**src/shared/partner_capture_pkg.sv**
```systemverilog
/*
 * Constants and types for the link partner ability capture registers.
 * Assumes an APB slave with 12-bit byte addresses and 32-bit data.
 */
package partner_capture_pkg;

  localparam int unsigned ADDR_W = 12;
  localparam int unsigned DATA_W = 32;
  localparam int unsigned WORD_W = 16;

  // Register indices; byte address is four times the index
  localparam logic [7:0] BASE_IDX = 8'h04;
  localparam logic [7:0] NEXT_IDX = 8'h05;
  localparam logic [7:0] CTRL_IDX = 8'h07;
  localparam logic [7:0] STAT_IDX = 8'h08;
  localparam logic [ADDR_W-1:0] BASE_ADDR = {2'h0, BASE_IDX, 2'h0};
  localparam logic [ADDR_W-1:0] NEXT_ADDR = {2'h0, NEXT_IDX, 2'h0};
  localparam logic [ADDR_W-1:0] CTRL_ADDR = {2'h0, CTRL_IDX, 2'h0};
  localparam logic [ADDR_W-1:0] STAT_ADDR = {2'h0, STAT_IDX, 2'h0};

  // Field positions; bits 15 and 14 shared by both captured words, bit 13 remote fault in the base word only
  localparam int unsigned MORE_PAGES_BIT = 15;
  localparam int unsigned ACK_BIT        = 14;
  localparam int unsigned RF_BIT         = 13;

  // Bits the base word can ever hold; 12:10 stay zero
  localparam logic [WORD_W-1:0] BASE_KEEP_MASK = 16'hE3FF;
  localparam logic [WORD_W-1:0] NEXT_KEEP_MASK = 16'hFFFF;
  localparam logic [WORD_W-1:0] BASE_RESET     = 16'h0000;
  localparam logic [WORD_W-1:0] NEXT_RESET     = 16'h0000;
  // Refresh after success touches only the page-control bits
  localparam logic [WORD_W-1:0] REFRESH_MASK   = 16'hC000;

  // Control: bit 0 enables capture
  localparam int unsigned CTRL_EN_BIT   = 0;
  localparam logic        CTRL_EN_RESET = 1'b1;
  // Status: sticky page flags, live completion level
  localparam int unsigned STAT_BASE_BIT = 0;
  localparam int unsigned STAT_NEXT_BIT = 1;
  localparam int unsigned STAT_DONE_BIT = 2;
  localparam logic [2:0]  STAT_RESET    = 3'h0;

  typedef struct packed {
    logic       partner_more_pages_request;
    logic       partner_ack;
    logic       partner_remote_fault;
    logic [2:0] reserved;
    logic       partner_four_pair_capable;
    logic       partner_fast_full_duplex;
    logic       partner_fast_capable;
    logic       partner_ten_full_duplex;
    logic       partner_ten_capable;
    logic [4:0] selector;
  } base_page_t;

  typedef struct packed {
    logic        partner_more_pages_request;
    logic        partner_ack;
    logic        message_page_flag;
    logic        partner_can_comply;
    logic        toggle;
    logic [10:0] code;
  } next_page_t;

  typedef enum logic [1:0] {
    BUS_SETUP  = 2'h1,
    BUS_ANSWER = 2'h2
  } bus_state_t;

endpackage : partner_capture_pkg

```
**src/verilog/capture_word.sv**
```systemverilog
/*
 * One read-only capture word, loaded only by hardware.
 * Assumes load and load_data come from logic on the same clock.
 */
`timescale 1ns/100ps
module capture_word #(
  parameter int unsigned        W         = 16,
  parameter logic [W-1:0]       KEEP_MASK = '1,
  parameter logic [W-1:0]       RESET_VAL = '0
) (
  input  wire logic         pclk,
  input  wire logic         presetn,
  input  wire logic         load,
  input  wire logic [W-1:0] load_data,
  output logic      [W-1:0] value
);

  logic [W-1:0] word_reg;
  logic [W-1:0] word_next;

  // Masked bits never store, so reserved fields read zero
  always_comb begin
    word_next = word_reg;
    if (load) begin
      word_next = load_data & KEEP_MASK;
    end
  end

  always_ff @(posedge pclk or negedge presetn) begin
    if (!presetn) begin
      word_reg <= RESET_VAL;
    end else begin
      word_reg <= word_next;
    end
  end

  assign value = word_reg;

  chk_masked_zero: assert property (@(posedge pclk) disable iff (!presetn)
    (word_reg & ~KEEP_MASK) == '0)
    else $error("Masked capture bits are not zero");

  chk_load_stores: assert property (@(posedge pclk) disable iff (!presetn)
    load |=> word_reg == ($past(load_data) & KEEP_MASK))
    else $error("Capture word did not take loaded data");

  chk_hold_quiet: assert property (@(posedge pclk) disable iff (!presetn)
    !load |=> $stable(word_reg))
    else $error("Capture word changed without a load");

endmodule : capture_word

```
**src/verilog/partner_ability_capture_regs.sv**
```systemverilog
/*
 * APB register bank holding what the remote link partner advertised
 * during negotiation: its base ability word and its next-page word.
 * Assumes the negotiation engine runs on pclk and strobes whole words.
 */
// The APB register port was decided locally.
// Function
// - Base abilities held read-only, bits 15:14 refreshed by a next page after success while base bit 15 is set
// - Bit 15 shows partner wants more pages
// - Bit 14 shows partner acknowledge, hardware driven
// - Base bit 13 shows partner remote fault
// - Base bits 12 to 10 read zero
// - Base bit 9 four-pair fast capability
// - Base bit 8 fast full duplex
// - Base bit 7 fast twisted-pair capability
// - Base bit 6 ten full duplex
// - Base bit 5 ten capability
// - Base bits 4 to 0 selector, reset zero
// - Next-page bit 13 flags message page
// - Next-page bit 12 partner can comply
// - Next-page bits 10 to 0 code, reset zero
`timescale 1ns/100ps
module partner_ability_capture_regs (
  input  wire logic                                        pclk,
  input  wire logic                                        presetn,
  input  wire logic                                        psel,
  input  wire logic                                        penable,
  input  wire logic                                        pwrite,
  input  wire logic [partner_capture_pkg::ADDR_W-1:0]      paddr,
  input  wire logic [partner_capture_pkg::DATA_W-1:0]      pwdata,
  input  wire logic [3:0]                                  pstrb,
  output logic      [partner_capture_pkg::DATA_W-1:0]      prdata,
  output logic                                             pready,
  output logic                                             pslverr,
  input  wire logic                                        base_page_strobe,
  input  wire partner_capture_pkg::base_page_t             base_page_word,
  input  wire logic                                        next_page_strobe,
  input  wire partner_capture_pkg::next_page_t             next_page_word,
  input  wire logic                                        negotiation_complete
);

  localparam int unsigned W = partner_capture_pkg::WORD_W;
  localparam int unsigned D = partner_capture_pkg::DATA_W;

  logic [W-1:0]                    base_value;
  logic [W-1:0]                    next_value;
  logic                            base_load;
  logic [W-1:0]                    base_load_data;
  logic                            next_load;
  logic                            capture_en_reg;
  logic                            capture_en_next;
  logic [2:0]                      status_reg;
  logic [2:0]                      status_next;
  partner_capture_pkg::bus_state_t bus_state_reg;
  partner_capture_pkg::bus_state_t bus_state_next;
  logic [D-1:0]                    prdata_reg;
  logic [D-1:0]                    prdata_next;
  logic                            pready_reg;
  logic                            pready_next;
  logic                            pslverr_reg;
  logic                            pslverr_next;
  logic                            setup_phase;
  logic                            access_done;
  logic                            wr_ctrl;
  logic                            wr_stat;
  logic                            refresh;

  assign setup_phase = psel && !penable;
  // Writes commit only at the edge that ends the access, as the master expects
  assign access_done = psel && penable && pready_reg;
  assign wr_ctrl = access_done && pwrite && (paddr == partner_capture_pkg::CTRL_ADDR)
                   && pstrb[0];
  assign wr_stat = access_done && pwrite && (paddr == partner_capture_pkg::STAT_ADDR)
                   && pstrb[0];

  // After success with next pages, page-control bits follow the partner
  assign refresh = next_page_strobe && negotiation_complete
                   && base_value[partner_capture_pkg::MORE_PAGES_BIT];

  // Fresh base page wins over a refresh in the same cycle
  always_comb begin
    base_load      = 1'b0;
    base_load_data = base_value;
    if (capture_en_reg && base_page_strobe) begin
      base_load      = 1'b1;
      base_load_data = base_page_word;
    end else if (capture_en_reg && refresh) begin
      base_load      = 1'b1;
      base_load_data = (base_value & ~partner_capture_pkg::REFRESH_MASK)
                       | (next_page_word & partner_capture_pkg::REFRESH_MASK);
    end
  end

  // Only the engine strobe loads; the bus has no path here
  assign next_load = capture_en_reg && next_page_strobe;

  capture_word #(
    .W         (W),
    .KEEP_MASK (partner_capture_pkg::BASE_KEEP_MASK),
    .RESET_VAL (partner_capture_pkg::BASE_RESET)
  ) u_base_word (
    .pclk      (pclk),
    .presetn   (presetn),
    .load      (base_load),
    .load_data (base_load_data),
    .value     (base_value)
  );

  capture_word #(
    .W         (W),
    .KEEP_MASK (partner_capture_pkg::NEXT_KEEP_MASK),
    .RESET_VAL (partner_capture_pkg::NEXT_RESET)
  ) u_next_word (
    .pclk      (pclk),
    .presetn   (presetn),
    .load      (next_load),
    .load_data (next_page_word),
    .value     (next_value)
  );

  // Control and status; a hardware set beats a software clear
  always_comb begin
    capture_en_next = capture_en_reg;
    status_next     = status_reg;
    if (wr_ctrl) begin
      capture_en_next = pwdata[partner_capture_pkg::CTRL_EN_BIT];
    end
    if (wr_stat) begin
      status_next[partner_capture_pkg::STAT_BASE_BIT] =
        status_reg[partner_capture_pkg::STAT_BASE_BIT]
        && !pwdata[partner_capture_pkg::STAT_BASE_BIT];
      status_next[partner_capture_pkg::STAT_NEXT_BIT] =
        status_reg[partner_capture_pkg::STAT_NEXT_BIT]
        && !pwdata[partner_capture_pkg::STAT_NEXT_BIT];
    end
    if (capture_en_reg && base_page_strobe) begin
      status_next[partner_capture_pkg::STAT_BASE_BIT] = 1'b1;
    end
    if (next_load) begin
      status_next[partner_capture_pkg::STAT_NEXT_BIT] = 1'b1;
    end
    status_next[partner_capture_pkg::STAT_DONE_BIT] = negotiation_complete;
  end

  always_ff @(posedge pclk or negedge presetn) begin
    if (!presetn) begin
      capture_en_reg <= partner_capture_pkg::CTRL_EN_RESET;
      status_reg     <= partner_capture_pkg::STAT_RESET;
    end else begin
      capture_en_reg <= capture_en_next;
      status_reg     <= status_next;
    end
  end

  // Answer one cycle after setup, so every access has no wait state
  always_comb begin
    bus_state_next = bus_state_reg;
    prdata_next    = '0;
    pready_next    = 1'b0;
    pslverr_next   = 1'b0;
    unique case (bus_state_reg)
      partner_capture_pkg::BUS_SETUP: begin
        if (setup_phase) begin
          bus_state_next = partner_capture_pkg::BUS_ANSWER;
          pready_next    = 1'b1;
          unique case (paddr)
            partner_capture_pkg::BASE_ADDR: begin
              prdata_next = pwrite ? '0 : {16'h0000, base_value};
            end
            partner_capture_pkg::NEXT_ADDR: begin
              prdata_next = pwrite ? '0 : {16'h0000, next_value};
            end
            partner_capture_pkg::CTRL_ADDR: begin
              prdata_next = pwrite ? '0 : {31'h00000000, capture_en_reg};
            end
            partner_capture_pkg::STAT_ADDR: begin
              prdata_next = pwrite ? '0 : {29'h00000000, status_reg};
            end
            default: begin
              pslverr_next = 1'b1;
            end
          endcase
        end
      end
      partner_capture_pkg::BUS_ANSWER: begin
        bus_state_next = partner_capture_pkg::BUS_SETUP;
      end
    endcase
  end

  always_ff @(posedge pclk or negedge presetn) begin
    if (!presetn) begin
      bus_state_reg <= partner_capture_pkg::BUS_SETUP;
      prdata_reg    <= '0;
      pready_reg    <= 1'b0;
      pslverr_reg   <= 1'b0;
    end else begin
      bus_state_reg <= bus_state_next;
      prdata_reg    <= prdata_next;
      pready_reg    <= pready_next;
      pslverr_reg   <= pslverr_next;
    end
  end

  assign prdata  = prdata_reg;
  assign pready  = pready_reg;
  assign pslverr = pslverr_reg;

  // Checks on the captured fields and the bus answer
  chk_more_pages_read: assert property (@(posedge pclk) disable iff (!presetn)
    setup_phase && !pwrite && paddr == partner_capture_pkg::BASE_ADDR
    |=> pready && prdata[partner_capture_pkg::MORE_PAGES_BIT]
        == $past(base_value[partner_capture_pkg::MORE_PAGES_BIT]))
    else $error("Read of more-pages bit wrong");

  chk_ack_from_engine: assert property (@(posedge pclk) disable iff (!presetn)
    capture_en_reg && base_page_strobe
    |=> base_value[partner_capture_pkg::ACK_BIT] == $past(base_page_word.partner_ack))
    else $error("Acknowledge bit not taken from incoming page");

  chk_fault_ability: assert property (@(posedge pclk) disable iff (!presetn)
    capture_en_reg && base_page_strobe
    |=> base_value[13] == $past(base_page_word.partner_remote_fault)
        && base_value[9] == $past(base_page_word.partner_four_pair_capable))
    else $error("Fault or four-pair bit wrong");

  chk_speed_fields: assert property (@(posedge pclk) disable iff (!presetn)
    capture_en_reg && base_page_strobe
    |=> base_value[8:6] == {$past(base_page_word.partner_fast_full_duplex),
                           $past(base_page_word.partner_fast_capable),
                           $past(base_page_word.partner_ten_full_duplex)})
    else $error("Speed ability bits wrong");

  chk_ten_selector: assert property (@(posedge pclk) disable iff (!presetn)
    capture_en_reg && base_page_strobe
    |=> base_value[5:0] == {$past(base_page_word.partner_ten_capable),
                           $past(base_page_word.selector)})
    else $error("Ten capability or selector wrong");

  chk_reserved_read: assert property (@(posedge pclk) disable iff (!presetn)
    setup_phase && !pwrite && paddr == partner_capture_pkg::BASE_ADDR
    |=> prdata[12:10] == 3'h0 && prdata[31:16] == 16'h0000)
    else $error("Reserved base bits read nonzero");

  chk_next_fields: assert property (@(posedge pclk) disable iff (!presetn)
    next_load |=> next_value[13:12] == {$past(next_page_word.message_page_flag),
                                       $past(next_page_word.partner_can_comply)}
                  && next_value[10:0] == $past(next_page_word.code))
    else $error("Next-page fields wrong");

  chk_write_no_effect: assert property (@(posedge pclk) disable iff (!presetn)
    setup_phase && pwrite && !base_page_strobe && !next_page_strobe
    |=> $stable(base_value) && $stable(next_value))
    else $error("Bus write changed a captured word");

  chk_refresh_update: assert property (@(posedge pclk) disable iff (!presetn)
    capture_en_reg && refresh && !base_page_strobe
    |=> base_value[15:14] == $past(next_page_word[15:14])
        && base_value[13:0] == $past(base_value[13:0]))
    else $error("Base word not refreshed after success");

  chk_answer_once: assert property (@(posedge pclk) disable iff (!presetn)
    pready |=> !pready)
    else $error("Ready held longer than one cycle");

  chk_next_read: assert property (@(posedge pclk) disable iff (!presetn)
    setup_phase && !pwrite && paddr == partner_capture_pkg::NEXT_ADDR
    |=> pready && !pslverr && prdata == {16'h0000, $past(next_value)})
    else $error("Read of next-page word wrong");

  // Unmapped offsets answer at once with an error and zero data
  chk_unmapped_error: assert property (@(posedge pclk) disable iff (!presetn)
    setup_phase && paddr != partner_capture_pkg::BASE_ADDR
    && paddr != partner_capture_pkg::NEXT_ADDR && paddr != partner_capture_pkg::CTRL_ADDR
    && paddr != partner_capture_pkg::STAT_ADDR
    |=> pready && pslverr && prdata == '0)
    else $error("Unmapped access not refused");

  // With capture off the engine cannot touch either word
  chk_drop_disabled: assert property (@(posedge pclk) disable iff (!presetn)
    !capture_en_reg |=> $stable(base_value) && $stable(next_value))
    else $error("Captured word changed while capture disabled");

  // A page arriving with a clear in the same cycle still marks the flag
  chk_page_seen: assert property (@(posedge pclk) disable iff (!presetn)
    capture_en_reg && base_page_strobe |=> status_reg[partner_capture_pkg::STAT_BASE_BIT])
    else $error("Base page flag not set");

  // Guarded by the previous reset level so a release cannot false-fire
  chk_done_live: assert property (@(posedge pclk) disable iff (!presetn)
    $past(presetn)
    |-> status_reg[partner_capture_pkg::STAT_DONE_BIT] == $past(negotiation_complete))
    else $error("Completion status does not follow the engine");

  chk_enable_write: assert property (@(posedge pclk) disable iff (!presetn)
    access_done && pwrite && paddr == partner_capture_pkg::CTRL_ADDR && pstrb[0]
    |=> capture_en_reg == $past(pwdata[partner_capture_pkg::CTRL_EN_BIT]))
    else $error("Capture enable write not taken");

  cov_base_read: cover property (@(posedge pclk) disable iff (!presetn)
    base_load ##[1:20] (pready && !pslverr && bus_state_reg == partner_capture_pkg::BUS_ANSWER));
  cov_refresh: cover property (@(posedge pclk) disable iff (!presetn)
    capture_en_reg && refresh && !base_page_strobe);
  cov_unmapped: cover property (@(posedge pclk) disable iff (!presetn)
    pready && pslverr);
  cov_disabled_drop: cover property (@(posedge pclk) disable iff (!presetn)
    !capture_en_reg && base_page_strobe);

endmodule : partner_ability_capture_regs

```
**config.mk**
```make
export PLATFORM = sky130hd
export DESIGN_NAME = partner_ability_capture_regs
export DESIGN_NICKNAME = d
export VERILOG_FILES = /design/src/shared/partner_capture_pkg.sv /design/src/verilog/capture_word.sv /design/src/verilog/partner_ability_capture_regs.sv
export SDC_FILE = /design/constraint.sdc
export NUM_CORES = 1
export LEC_CHECK = 0
export BUFFER_PORTS_ARGS = -buffer_cell sky130_fd_sc_hd__buf_2
export CELL_PAD_IN_SITES_DETAIL_PLACEMENT = 0
export CELL_PAD_IN_SITES_GLOBAL_PLACEMENT = 2
export CORE_MARGIN = 5
export CORE_UTILIZATION = 29
export DETAILED_ROUTE_END_ITERATION = 6
export PLACE_DENSITY_LB_ADDON = 0.1
export SLEW_MARGIN = 20
export SYNTH_ARGS = -nofsm -noshare
export SYNTH_HDL_FRONTEND = slang
export SYNTH_SLANG_ARGS = --single-unit
```
**constraint.sdc**
```tcl
create_clock -name pclk -period 3.7 [get_ports pclk]
set_input_delay 1.11 -clock pclk [delete_from_list [all_inputs] [get_ports pclk]]
set_output_delay 1.11 -clock pclk [all_outputs]
set_load 0.005 [all_outputs]
```
### Word-level counts from Yosys, hierarchy flattened

Cells that the tools add are included.

| storage, ports and cells | value |
|---|---|
| flip-flop bits (word level) | 69 |
| logic and storage cells | 62 |
| input port bits | 88 |
| output and inout bits | 34 |

| operators by class | value |
|---|---|
| equal/unequal tests | 7 |
| mux-type cells | 21 |
| reduce and logical (&&, ||, !) cells | 23 |
| bitwise operators | 1 |

Operators with widths:

| operator | count |
|---|---|
| $mux 16 | 6 |
| $pmux 16 s4 | 1 |
| $eq 12x5->1 const B | 3 |
| $or 14x16->16 | 1 |
| $logic_and 1x1->1 | 15 |
| $eq 12x6->1 const B | 1 |
| $mux 1 | 10 |
| $reduce_bool 2->1 | 3 |
| $mux 2 | 2 |
| $pmux 2 s2 | 1 |
| $reduce_or 4->1 | 1 |
| $logic_not 1->1 | 3 |
| $mux 3 | 1 |
| $eq 2x1->1 const B | 1 |
| $eq 2x2->1 const B | 1 |
| $ne 2x2->1 const B | 1 |
| $reduce_and 2->1 | 1 |

### Logic depth before layout (Yosys ltp)

Gate-level depths: netlist of the first run.

| depth | value |
|---|---|
| depth after elaboration | 7 |
| depth in mapped cells | 5 |
| depth with buffers taken out | 4 |

### Modules after synthesis

Synthesis of the first run repeated with hierarchy kept, for this count alone.

| second synthesis, totals | value |
|---|---|
| cell total of the unflattened synthesis | 211 |
| area, all modules | 2671.3 um^2 |

By module, submodules not included:

| module | instances | sequential area each (um^2) | area an instance (um^2) | cells each |
|---|---|---|---|---|
| partner_ability_capture_regs | 1 | 603.1 | 1475.2 | 146 |
| capture_word (u_next_word) | 1 | 400.4 | 649.4 | 34 |
| capture_word (u_base_word) | 1 | 325.3 | 546.8 | 31 |

### Worst setup path before layout of the first run

No wires, ideal clock.

| timing | value |
|---|---|
| path kind | input-to-reg |
| from | input paddr[7] (netlist name) |
| to | register capture_en_reg |
| data arrival time | 1.990 ns |
| path buffers | 0 |
| data required time | 3.618 ns |
| setup time | 0.082 ns |
| stages | 4 |
| slack | 1.628 ns |
| cell sequence | nor4_2 > nand4_1 > nor2_1 > mux2_2 |

| on the way | value |
|---|---|
| cells in the longest elaborated chain, start to end | 3 |

Ends and longest elaborated chain:

| what | line | RTL |
|---|---|---|
| start, declared | partner_ability_capture_regs.sv:29 | `input wire logic [partner_capture_pkg::ADDR_W-1:0] paddr,` |
| $eq 12x5->1 | partner_ability_capture_regs.sv:71 | `assign wr_ctrl = access_done && pwrite && (paddr == partner_capture_pkg::CTRL_ADDR)` |
| $logic_and 1x1->1 | partner_ability_capture_regs.sv:71 |  |
| $logic_and 1x1->1 | partner_ability_capture_regs.sv:72 | `&& pstrb[0];` |
| end signal, assigned | partner_ability_capture_regs.sv:147 | `capture_en_reg <= partner_capture_pkg::CTRL_EN_RESET;` |
| end signal, assigned | partner_ability_capture_regs.sv:150 | `capture_en_reg <= capture_en_next;` |
| end, declared | partner_ability_capture_regs.sv:50 | `logic capture_en_reg;` |

Every way passes these cells.
A chain may end at the register's enable or synchronous reset.

### Final worst setup path of the first run

| timing | value |
|---|---|
| from | input paddr[2] (netlist name) |
| to | register status_reg[1] |

| on the way | value |
|---|---|
| cells in the longest elaborated chain, start to end | 4 |

Ends and longest elaborated chain:

| what | line | RTL |
|---|---|---|
| $eq 12x6->1 | partner_ability_capture_regs.sv:73 | `assign wr_stat = access_done && pwrite && (paddr == partner_capture_pkg::STAT_ADDR)` |
| $logic_and 1x1->1 | partner_ability_capture_regs.sv:73 |  |
| $logic_and 1x1->1 | partner_ability_capture_regs.sv:74 | `&& pstrb[0];` |
| $reduce_bool 2->1 (no source line) | -- |  |
| end signal, assigned | partner_ability_capture_regs.sv:148 | `status_reg <= partner_capture_pkg::STAT_RESET;` |
| end signal, assigned | partner_ability_capture_regs.sv:151 | `status_reg <= status_next;` |
| end, declared | partner_ability_capture_regs.sv:52 | `logic [2:0] status_reg;` |

Every way passes these cells.

==> results.cfg, run 1 <==
[power_and_ir_drop]
power_frac_comb_pct = 7.8
p_leak_nw = 1.53
sequentialPowerShare_pct = 55.1
clockPowerShare_pct = 37.1
ir_drop_mv = 0.153
p_per_area_nw_per_um2 = 390
swShare_pct = 22.0
internal_power_mw = 0.855
p_switching_mw = 0.241

[clocking]
cts_sinks = 53
cts_root_buf = clkbuf_8
clock_latency_ns = 0.30
post_cts_resized = 0
ctsHoldBuffers = 0
path_clk_slew_ns = 0.09
cts_tree = built
h-tree-depth = 2
clk_path_buf_depth = 2
cts_buffers = 5
post-cts-setup-buffer-count = 0

[global_routing]
grt_usage_pct = 10.7
first_global_vias = 1601
grt_max_degree = 30
antenna_found_initial = 0
grt_pass1_wl_um = 8190
grt_overflow = 0

[die]
dieWidth_um = 99.1
fp.dieH_um = 99.1
rows = 32
die_area_um2 = 9830
initial_utilization_pct = 29.8
core_area_um2 = 7730
io_pins = 122

[sta]
worst_pin_slew_ns = 0.586
timing.clock.skew_ns = 0.00633
hold_violations = 0
final.min_clock_period_ns = 2.05
rsz0062_at_grt = no
setup_tns_ns = 0
setup_viol = 0
fmax_mhz = 488
slew-limit-headroom_pct = 60.9
maxSlewViolCount = 0
fin_crit_sh_pct = 55.4

[cells_and_area]
nNetsFinal = 338
final_util_pct = 36.4
drive_gt1_share_pct = 47.4
n_antenna_cell = 0
syn_to_final_growth_pct = 22.1

[logic_synthesis]
synth_adder_area_share_pct = 0
yosysSeqAreaShare_pct = 57.7
postSynthCellCount = 179
synth_xor_area_share_pct = 0
yosys.area_share.simple_pct = 11.8
synthMuxAreaShare_pct = 19.9
synth_top_family_by_area = multiplexers
yosysWarnings = 0
syn_area_um2 = 2300
ys_ff_latch = 53
syn_avg_cell_area_um2 = 12.9
ys_types = 29
synth_compound_area_share_pct = 3.31

[worst_setup_path]
rrSetupSlack_ns = 2.08
cp_max_fo = 20
path_buf_inv = 1
max_stage_delay_ns = 0.51
cp.arrival_ns = 2.22
cp_common_cell = nand2_1
r2r-start = bus_state_reg[0]$_DFFE_PN1P_
required_ns = 3.87
rr_endpoint = prdata[15]$_DFF_PN0_
worst_setup_path_end_kind = flip-flop
rr_worst_depth = 4
critPathLaunchType = input pin
crit_slowest_cell = nor4b_4
crit_type = input pin to flip-flop
crit_family = simple AND/OR/NAND/NOR gates
path_cells = buf_2 -> nor4b_4 -> nand2_1 -> o21ai_1 -> nand2_1

[placed_design]
place.gp.congestion = 0.674
post-dp-hpwl_um = 3770
port_buffers = 69

[routing]
vias = 1500
wl_um = 5090
first_pass_iters = 4
met3WireLength_um = 273
drt-met1-wl_um = 2390
post_drt_wl_per_cell_um = 14.4
first_iter_violations = 15
highest_layer = met4
via_per_inst = 4.25
postRouteAntennaNets = 0
wl_met2_um = 2380
drc = 0

[min_path]
holdPathStages = 1
min_to = u_next_word.value[12]$_DFFE_PN0P_
min-delay-start = u_next_word.value[12]$_DFFE_PN0P_
min_path_type = flip-flop to flip-flop

[flow_run]
cap_violations = 0

[outcome]
status = finished, final reports clean
[worst max-delay path by stage]
| stage | cells past startpoint | slack [ns] | endpoint | from |
|---|---|---|---|---|
| 2_1_floorplan | 4 | 1.63 | capture_en_reg$_DFFE_PN1P_ | paddr[7] |
| 3_3_place_gp | 5 | 1.28 | status_reg[1]$_DFFE_PN0P_ | paddr[2] |
| 3_5_place_dp | 5 | 1.30 | status_reg[1]$_DFFE_PN0P_ | paddr[2] |
| 4_1_cts | 5 | 1.63 | status_reg[1]$_DFFE_PN0P_ | paddr[2] |
| 5_1_grt | 5 | 1.49 | prdata[15]$_DFF_PN0_ | penable |
| 6_report | 5 | 1.65 | status_reg[1]$_DFFE_PN0P_ | paddr[2] |
[cell usage in the layout, fill, tap and decap left out, drive strengths merged]
cell type and n:
dfstp 2, and4 1, conb 16, nor4 2, clkbuf 6, mux2i 11
nor2b 1, nor2 17, a22oi 2, inv 4, mux2 31, dfrtp 51
nand2b 2, and3 4, buf 70, bufinv 1, nand4 3, o21ai 2
o211ai 2, a31oi 1, nand4bb 1, a21oi 2, o21a 2, nor4b 1
nand2 9, clkinvlp 1, nand3 5, and2 1
[layer usage]
metal,track usage [%],vias up
met5,0,-
met4,3.15,0
met3,2.81,5
met2,16.6,47
met1,14.9,722
li1,-,726
[Yosys cell counts]
| library cell | n | area, um2 |
|---|---|---|
| a21oi_1 | 2 | 10.0 |
| a22oi_1 | 2 | 15.0 |
| a31oi_1 | 1 | 6.26 |
| and2_4 | 1 | 8.76 |
| and3_1 | 4 | 25.0 |
| and4_1 | 1 | 8.76 |
| buf_2 | 4 | 20.0 |
| buf_4 | 17 | 128 |
| conb_1 | 1 | 3.75 |
| dfrtp_1 | 51 | 1280 |
| dfstp_2 | 2 | 52.6 |
| inv_1 | 4 | 15.0 |
| mux2_2 | 31 | 349 |
| mux2i_1 | 11 | 110 |
| nand2_1 | 7 | 26.3 |
| nand2_2 | 2 | 12.5 |
| nand2b_1 | 2 | 12.5 |
| nand3_1 | 4 | 20.0 |
| nand3_2 | 1 | 10.0 |
| nand4_1 | 3 | 18.8 |
| nand4bb_1 | 1 | 11.3 |
| nor2_1 | 17 | 63.8 |
| nor2b_1 | 1 | 6.26 |
| nor4_2 | 2 | 25.0 |
| nor4b_4 | 1 | 23.8 |
| o211ai_1 | 1 | 7.51 |
| o211ai_2 | 1 | 12.5 |
| o21a_1 | 2 | 15.0 |
| o21ai_1 | 2 | 10.0 |
[kinds of logic (layout without fill, tap and decap cells)]
group,count (synthesis),after routing
other,1,16
multiplexers,42,42
flip-flops,53,53
buffers and inverters,25,82
AO/OA/AOI/OAI,11,11
AND/OR/NAND/NOR,47,47
[power by group through the flow]
| stage | logic [mW] | registers [mW] | clock network, mW |
|---|---|---|---|
| after global routing | 0.0975 | 0.606 | 0.448 |
| after CTS | 0.0881 | 0.605 | 0.424 |
| after detailed placement | 0.0879 | 0.616 | 0 |
| final | 0.0855 | 0.604 | 0.406 |
| after global placement | 0.0877 | 0.616 | 0 |
| after floorplan | 0.0477 | 0.615 | 0 |
[area by class of cell]
type | count | area (um2)
Tap cell | 102 | 128
Sequential cell | 53 | 1330
Clock buffer | 6 | 82.6
Timing Repair Buffer | 70 | 353
Clock inverter | 2 | 37.5
Inverter | 4 | 15.0
Fill cell | 789 | 4910
Multi-Input combinational cell | 116 | 868
[per-stage QoR]
step                area [um2]  setup slack (ns)  total power [mW]  hold WS (ns)  instances
floorplan                 2360              1.63             0.663         0.454        194
global placement          2690              1.28             0.704         0.475        345
detailed placement        2690              1.30             0.704         0.488        345
CTS                       2810              1.63              1.12         0.510        353
global route              2810              1.49              1.15         0.514        353
finish                    2810              1.65              1.10         0.505        353
[worst reg2reg max path, cell delays in order, from the launching register on]
cell and delay (ns):
dfstp_2 0.55, nand4bb_1 0.16, nor2_1 0.29, nand3_2 0.32, nor2_1 0.21
Power figures use the tool's default switching activity.
==> run 2: changes to the inputs <==
CORE_UTILIZATION = 24   (was 29)
clock period = 1.8 ns   (was 3.7 ns; I/O delays follow)
==> run 2 against run 1 <==
Effect of this change:
- sequential power grew 110%
- clock skew grew 0.0022 ns
- critical path depth shrank 1
- die area grew 19%
- cell area grew 3.5%
- sequential share of layout area shrank 1.6 points
- setup slack lost 1.3 ns
- highest routed layer unchanged
- clock power grew 73%
- register-to-register slack lost 1.7 ns
==> results.cfg, run 2 (same netlist as run 1, synthesis figures left out) <==
[routing]
wl_um = 5610
first_pass_iters = 4
post_drt_wl_per_cell_um = 14.5
first_iter_violations = 30
drc = 0
via_per_inst = 3.91
postRouteAntennaNets = 0
vias = 1514

[die]
core_area_um2 = 9280
fp.dieH_um = 108
die_area_um2 = 11700
dieWidth_um = 108
io_pins = 122
initial_utilization_pct = 24.8
rows = 35

[worst_setup_path]
worst_setup_path_end_kind = flip-flop
path_cells = nand4bb_1 -> nor2_1 -> and3_1 -> and3_1
cp_num_cells = 4
cp_common_cell = and3_1
critPathLaunchType = flip-flop
crit_type = flip-flop to flip-flop
cp.arrival_ns = 1.71
crit_slowest_cell = dfstp_2
critPathLaunch = bus_state_reg[0]$_DFFE_PN1P_
r2r-start = bus_state_reg[0]$_DFFE_PN1P_
cp_max_fo = 3
max_stage_delay_ns = 0.55
path_buf_inv = 0
crit_family = simple AND/OR/NAND/NOR gates
rr_worst_depth = 4
required_ns = 2.04

[min_path]
min_path_type = input pin to asynchronous set/reset pin

[power_and_ir_drop]
ir_drop_mv = 0.258
p_leak_nw = 1.57
p_per_area_nw_per_um2 = 733

[clocking]
post_cts_resized = 0
cts_sinks = 53
cts_buffers = 5
h-tree-depth = 2
clk_path_buf_depth = 2
clock_latency_ns = 0.30
cts_tree = built
cts_root_buf = clkbuf_8
post-cts-setup-buffer-count = 0
path_clk_slew_ns = 0.09
ctsHoldBuffers = 0

[cells_and_area]
final_cell_mix = 69 x buf_2, 51 x dfrtp_1, 31 x mux2_2
design_area_um2 = 2910
drive_gt1_share_pct = 48.4
syn_to_final_growth_pct = 26.3
fillers = 989
n_antenna_cell = 0
nNetsFinal = 345
final_common_cell = buf_2

[global_routing]
grt_overflow = 0
first_global_vias = 1649
antenna_found_initial = 0
grt_usage_pct = 9.80
grt_max_degree = 54
grt_pass1_wl_um = 8620

[placed_design]
placed_cell_area_um2 = 2820
post-dp-hpwl_um = 4060
place.gp.congestion = 0.684
port_buffers = 69

[sta]
fin_crit_sh_pct = 81.5
fmax_mhz = 681
setup_viol = 0
setup_tns_ns = 0
timing.clock.skew_ns = 0.00857
final.min_clock_period_ns = 1.47
hold_violations = 0
rsz0062_at_grt = no
maxSlewViolCount = 0

[outcome]
status = finished, final reports clean

[flow_run]
cap_violations = 0
==> run 2: cell types whose count changed in the layout (fill, tap and decap cells not counted), sizes merged <==
cell / previous run / this run
buf: 70 / 77
clkbuf: 6 / 7
bufinv: 1 / 0
==> run 2: layout make-up <==
type	count	area [um2]	area share, %
clock buffers	7	86.3	2.97
clock inverters	1	7.51	0.258
inverters	4	15.0	0.516
multi-input cells	116	868	29.8
flip-flops and latches	53	1330	45.7
well taps	129	161	5.55
repair buffers	77	443	15.2
==> run 2: path summary, 6_finish.rpt <==
| path | to | slack, ns |
|---|---|---|
| min | prdata[1]$_DFF_PN0_ | 0.23 |
| min reg2reg | status_reg[1]$_DFFE_PN0P_ | 0.49 |
| max | prdata[12]$_DFF_PN0_ | 0.33 |
| max in group asynchronous | capture_en_reg$_DFFE_PN1P_ | 1.26 |
| max reg2reg | prdata[12]$_DFF_PN0_ | 0.33 |
| min in group pclk | status_reg[2]$_DFF_PN0_ | 0.40 |
==> run 2: metal layers <==
layer / global-route usage, % / vias to the layer above / wire length [um]
met4: 2.71 / 0 / 53
li1: - / 745 / -
met2: 15.5 / 44 / 2640
met1: 12.8 / 721 / 2550
met5: 0 / - / 0
met3: 3.28 / 4 / 359
==> run 2: worst reg2reg max path, delay by kind of cell (launching register included) <==
kind | cells | cell delay (ns)
flip-flops | 1 | 0.55
AND/OR/NAND/NOR | 4 | 0.86
==> run 2: power breakdown <==
part	switching, mW	internal (mW)
Combinational	0.102	0.0851
Clock	0.389	0.314
Sequential	0.0161	1.23
Total	0.507	1.63
==> run 2: stage by stage <==
| stage | total power [mW] | instances | util (%) | worst slack, ns | hold slack, ns |
|---|---|---|---|---|---|
| 2_1_floorplan | 1.36 | 194 | - | 0.298 | 0.244 |
| 3_3_place_gp | 1.46 | 379 | 30.3 | 0.0688 | 0.472 |
| 3_5_place_dp | 1.46 | 379 | 30.3 | 0.101 | 0.474 |
| 4_1_cts | 2.20 | 387 | 31.3 | 0.306 | 0.231 |
| 5_1_grt | 2.27 | 387 | 31.3 | 0.178 | 0.237 |
| 6_report | 2.13 | 387 | 31.3 | 0.333 | 0.226 |
==> run 3: changes to the inputs <==
ABC_AREA = 1   (was unset)
CORE_UTILIZATION = 22   (was 24)
clock period = 1.3 ns   (was 1.8 ns; I/O delays follow)
==> run 3 against run 2 <==
Effect of this change:
- first-iteration DRC count grew to 3.0 times the previous value
- total power rose by 57%
- largest power group unchanged
- critical path type unchanged
- critical endpoint is now prdata[15]$_DFF_PN0_
- clock power up 87%
- largest cell class unchanged
- fmax up 18%
- cell area grew 22%
- via count is 43% higher
- wire length grew 29%
- sequential share of layout area shrank 8.3 points
==> results.cfg, run 3 <==
[outcome]
status = finished, final reports clean

[die]
core_area_um2 = 11400
dieWidth_um = 117
io_pins = 122
initial_utilization_pct = 22.3
die_area_um2 = 13800
fp.dieH_um = 117
rows = 39

[clocking]
path_clk_slew_ns = 0.07
cts_buffers = 5
cts_tree = built
cts_root_buf = clkbuf_16
clock_latency_ns = 0.29
clk_path_buf_depth = 2
h-tree-depth = 2
cts_sinks = 53

[worst_setup_path]
cp_common_cell = nand2_2
crit_slowest_cell = dfstp_2
cp.arrival_ns = 1.46
max_stage_delay_ns = 0.54
crit_type = flip-flop to flip-flop
rr_endpoint = prdata[15]$_DFF_PN0_
worst_setup_path_end_kind = flip-flop
required_ns = 1.52
path_cells = nand2_2 -> inv_2 -> nand2_2 -> nor2_4 -> nand2_4 -> clkbuf_16 -> nor2_1
rr_worst_depth = 7
rrSetupSlack_ns = 0.06
critPathLaunchType = flip-flop
cp_max_fo = 6
r2r-start = bus_state_reg[0]$_DFFE_PN1P_

[placed_design]
placed_cells = 546
port_buffers = 69
post-dp-hpwl_um = 5370
place.gp.congestion = 0.669
pre_cts_ws_ns = -0.393
placed_cell_area_um2 = 3230

[power_and_ir_drop]
p_per_area_nw_per_um2 = 942
p_switching_mw = 0.782
ir_drop_mv = 0.534
clockPowerShare_pct = 39.0
power_mw = 3.35
p_leak_nw = 1.96
swShare_pct = 23.3
sequentialPowerShare_pct = 51.3
power_frac_comb_pct = 9.8
internal_power_mw = 2.57

[cells_and_area]
syn_to_final_growth_pct = 40.2
design_area_um2 = 3560
final_util_pct = 31.3
final_common_cell = nand2_1
nNetsFinal = 504
n_antenna_cell = 0
final_cells = 560
final_cell_mix = 116 x nand2_1, 69 x buf_2, 51 x dfrtp_1
drive_gt1_share_pct = 36.7

[logic_synthesis]
synth_most_common_cell = nand2_1
synth_flop_cell = dfrtp_1
postSynthCellCount = 315
syn_area_um2 = 2540
yosysSeqAreaShare_pct = 52.4
synth_top_area_share_pct = 50.3
async_flop_share_pct = 100
yosysWarnings = 0
ys_ff_latch = 53
synth_edf_count = 0
syn_avg_cell_area_um2 = 8.06
synth_top_area_cell = dfrtp_1
ys_types = 21
netlist_top_cells_count = 122 x nand2_1, 51 x dfrtp_1, 30 x nand3_1
synth_area_leaders = dfrtp_1 50%, nand2_1 18%, nand3_1 5.9%, buf_4 5.3%, nor2_1 3.8%

[sta]
fin_ws_ns = 0.0571
timing.clock.skew_ns = 0.00658
hold_violations = 0
fin_crit_sh_pct = 95.6
setup_viol = 0
hold_ws_ns = 0.0469
setup_tns_ns = 0
fmax_mhz = 805
final.min_clock_period_ns = 1.24
maxSlewViolCount = 0

[routing]
via_per_inst = 3.87
postRouteAntennaNets = 0
vias = 2168
drc = 0
first_iter_violations = 90
post_drt_wl_per_cell_um = 12.9
first_pass_iters = 4
wl_um = 7230

[global_routing]
antenna_found_initial = 0
first_global_vias = 2256
grt_overflow = 0
grt_max_degree = 17
grt_pass1_wl_um = 11500
grt_usage_pct = 10.2

[flow_run]
cap_violations = 0

[min_path]
min_path_type = input pin to asynchronous set/reset pin
run 3: cell count changes after synthesis, sizes merged, moves of 4 or more:
cell and delta:
and3 -4, inv +25, mux2 -31, mux2i -11, nand2 +116, nand3 +28
nor2 +24
run 3: worst max-delay path by stage:
stage          depth (start not counted)                                end  slack, ns                    startpoint
3_3_place_gp                           9                prdata[2]$_DFF_PN0_      -0.39                      paddr[7]
3_5_place_dp                           9                prdata[2]$_DFF_PN0_      -0.39                      paddr[7]
4_1_cts                                7                prdata[2]$_DFF_PN0_       0.01  bus_state_reg[0]$_DFFE_PN1P_
5_1_grt                               10                prdata[2]$_DFF_PN0_     -0.006                      paddr[6]
2_1_floorplan                          4  u_base_word.value[15]$_DFFE_PN0P_       0.03    capture_en_reg$_DFFE_PN1P_
6_report                               7               prdata[15]$_DFF_PN0_       0.06  bus_state_reg[0]$_DFFE_PN1P_
run 3: final cells by class:
cell class	count	area (um2)
inverter	29	109
fill	1275	7810
clock inverter	1	7.51
multi-input combinational	221	1020
timing repair buffer	106	778
clock buffer	7	133
tap	143	179
sequential	53	1330
run 3: cell families after synthesis:
| logic type | Yosys count | synth area share [%] |
|---|---|---|
| simple gates | 200 | 33.9 |
| buf+inv | 56 | 12.4 |
| flops | 53 | 52.4 |
| compound gates | 5 | 1.18 |
| other cells | 1 | 0.148 |
run 3: worst max-delay path, delay by kind of cell, from the launching register on:
kind / cells / cell delay [ns]
buffers and inverters: 2 / 0.22
flip-flops: 1 / 0.54
AND/OR/NAND/NOR: 5 / 0.43
run 3: layer usage:
metal	GRT usage (%)	up-vias	share of wire, %
met5	0	-	0
met4	2.18	0	0.84
met3	2.74	5	5.5
met2	16.0	56	46
met1	14.1	981	48
li1	-	1126	-
run 3: power groups by stage:
stage          clock [mW]  sequential (mW)  combinational [mW]
6_report             1.31             1.72               0.328
5_1_grt              1.43             1.72               0.382
4_1_cts              1.38             1.71               0.311
3_5_place_dp            0             1.75               0.309
3_3_place_gp            0             1.75               0.306
2_1_floorplan           0             1.75               0.141
run 3: timing repair:
item / in CTS / in global routing
setup buffers: 0 / 4
gates cloned: 0 / 3
hold buffers: 0 / 0
endpoints found under the setup margin: 13 / 28
resized for setup: 2 / 27
pin swaps: 0 / 10
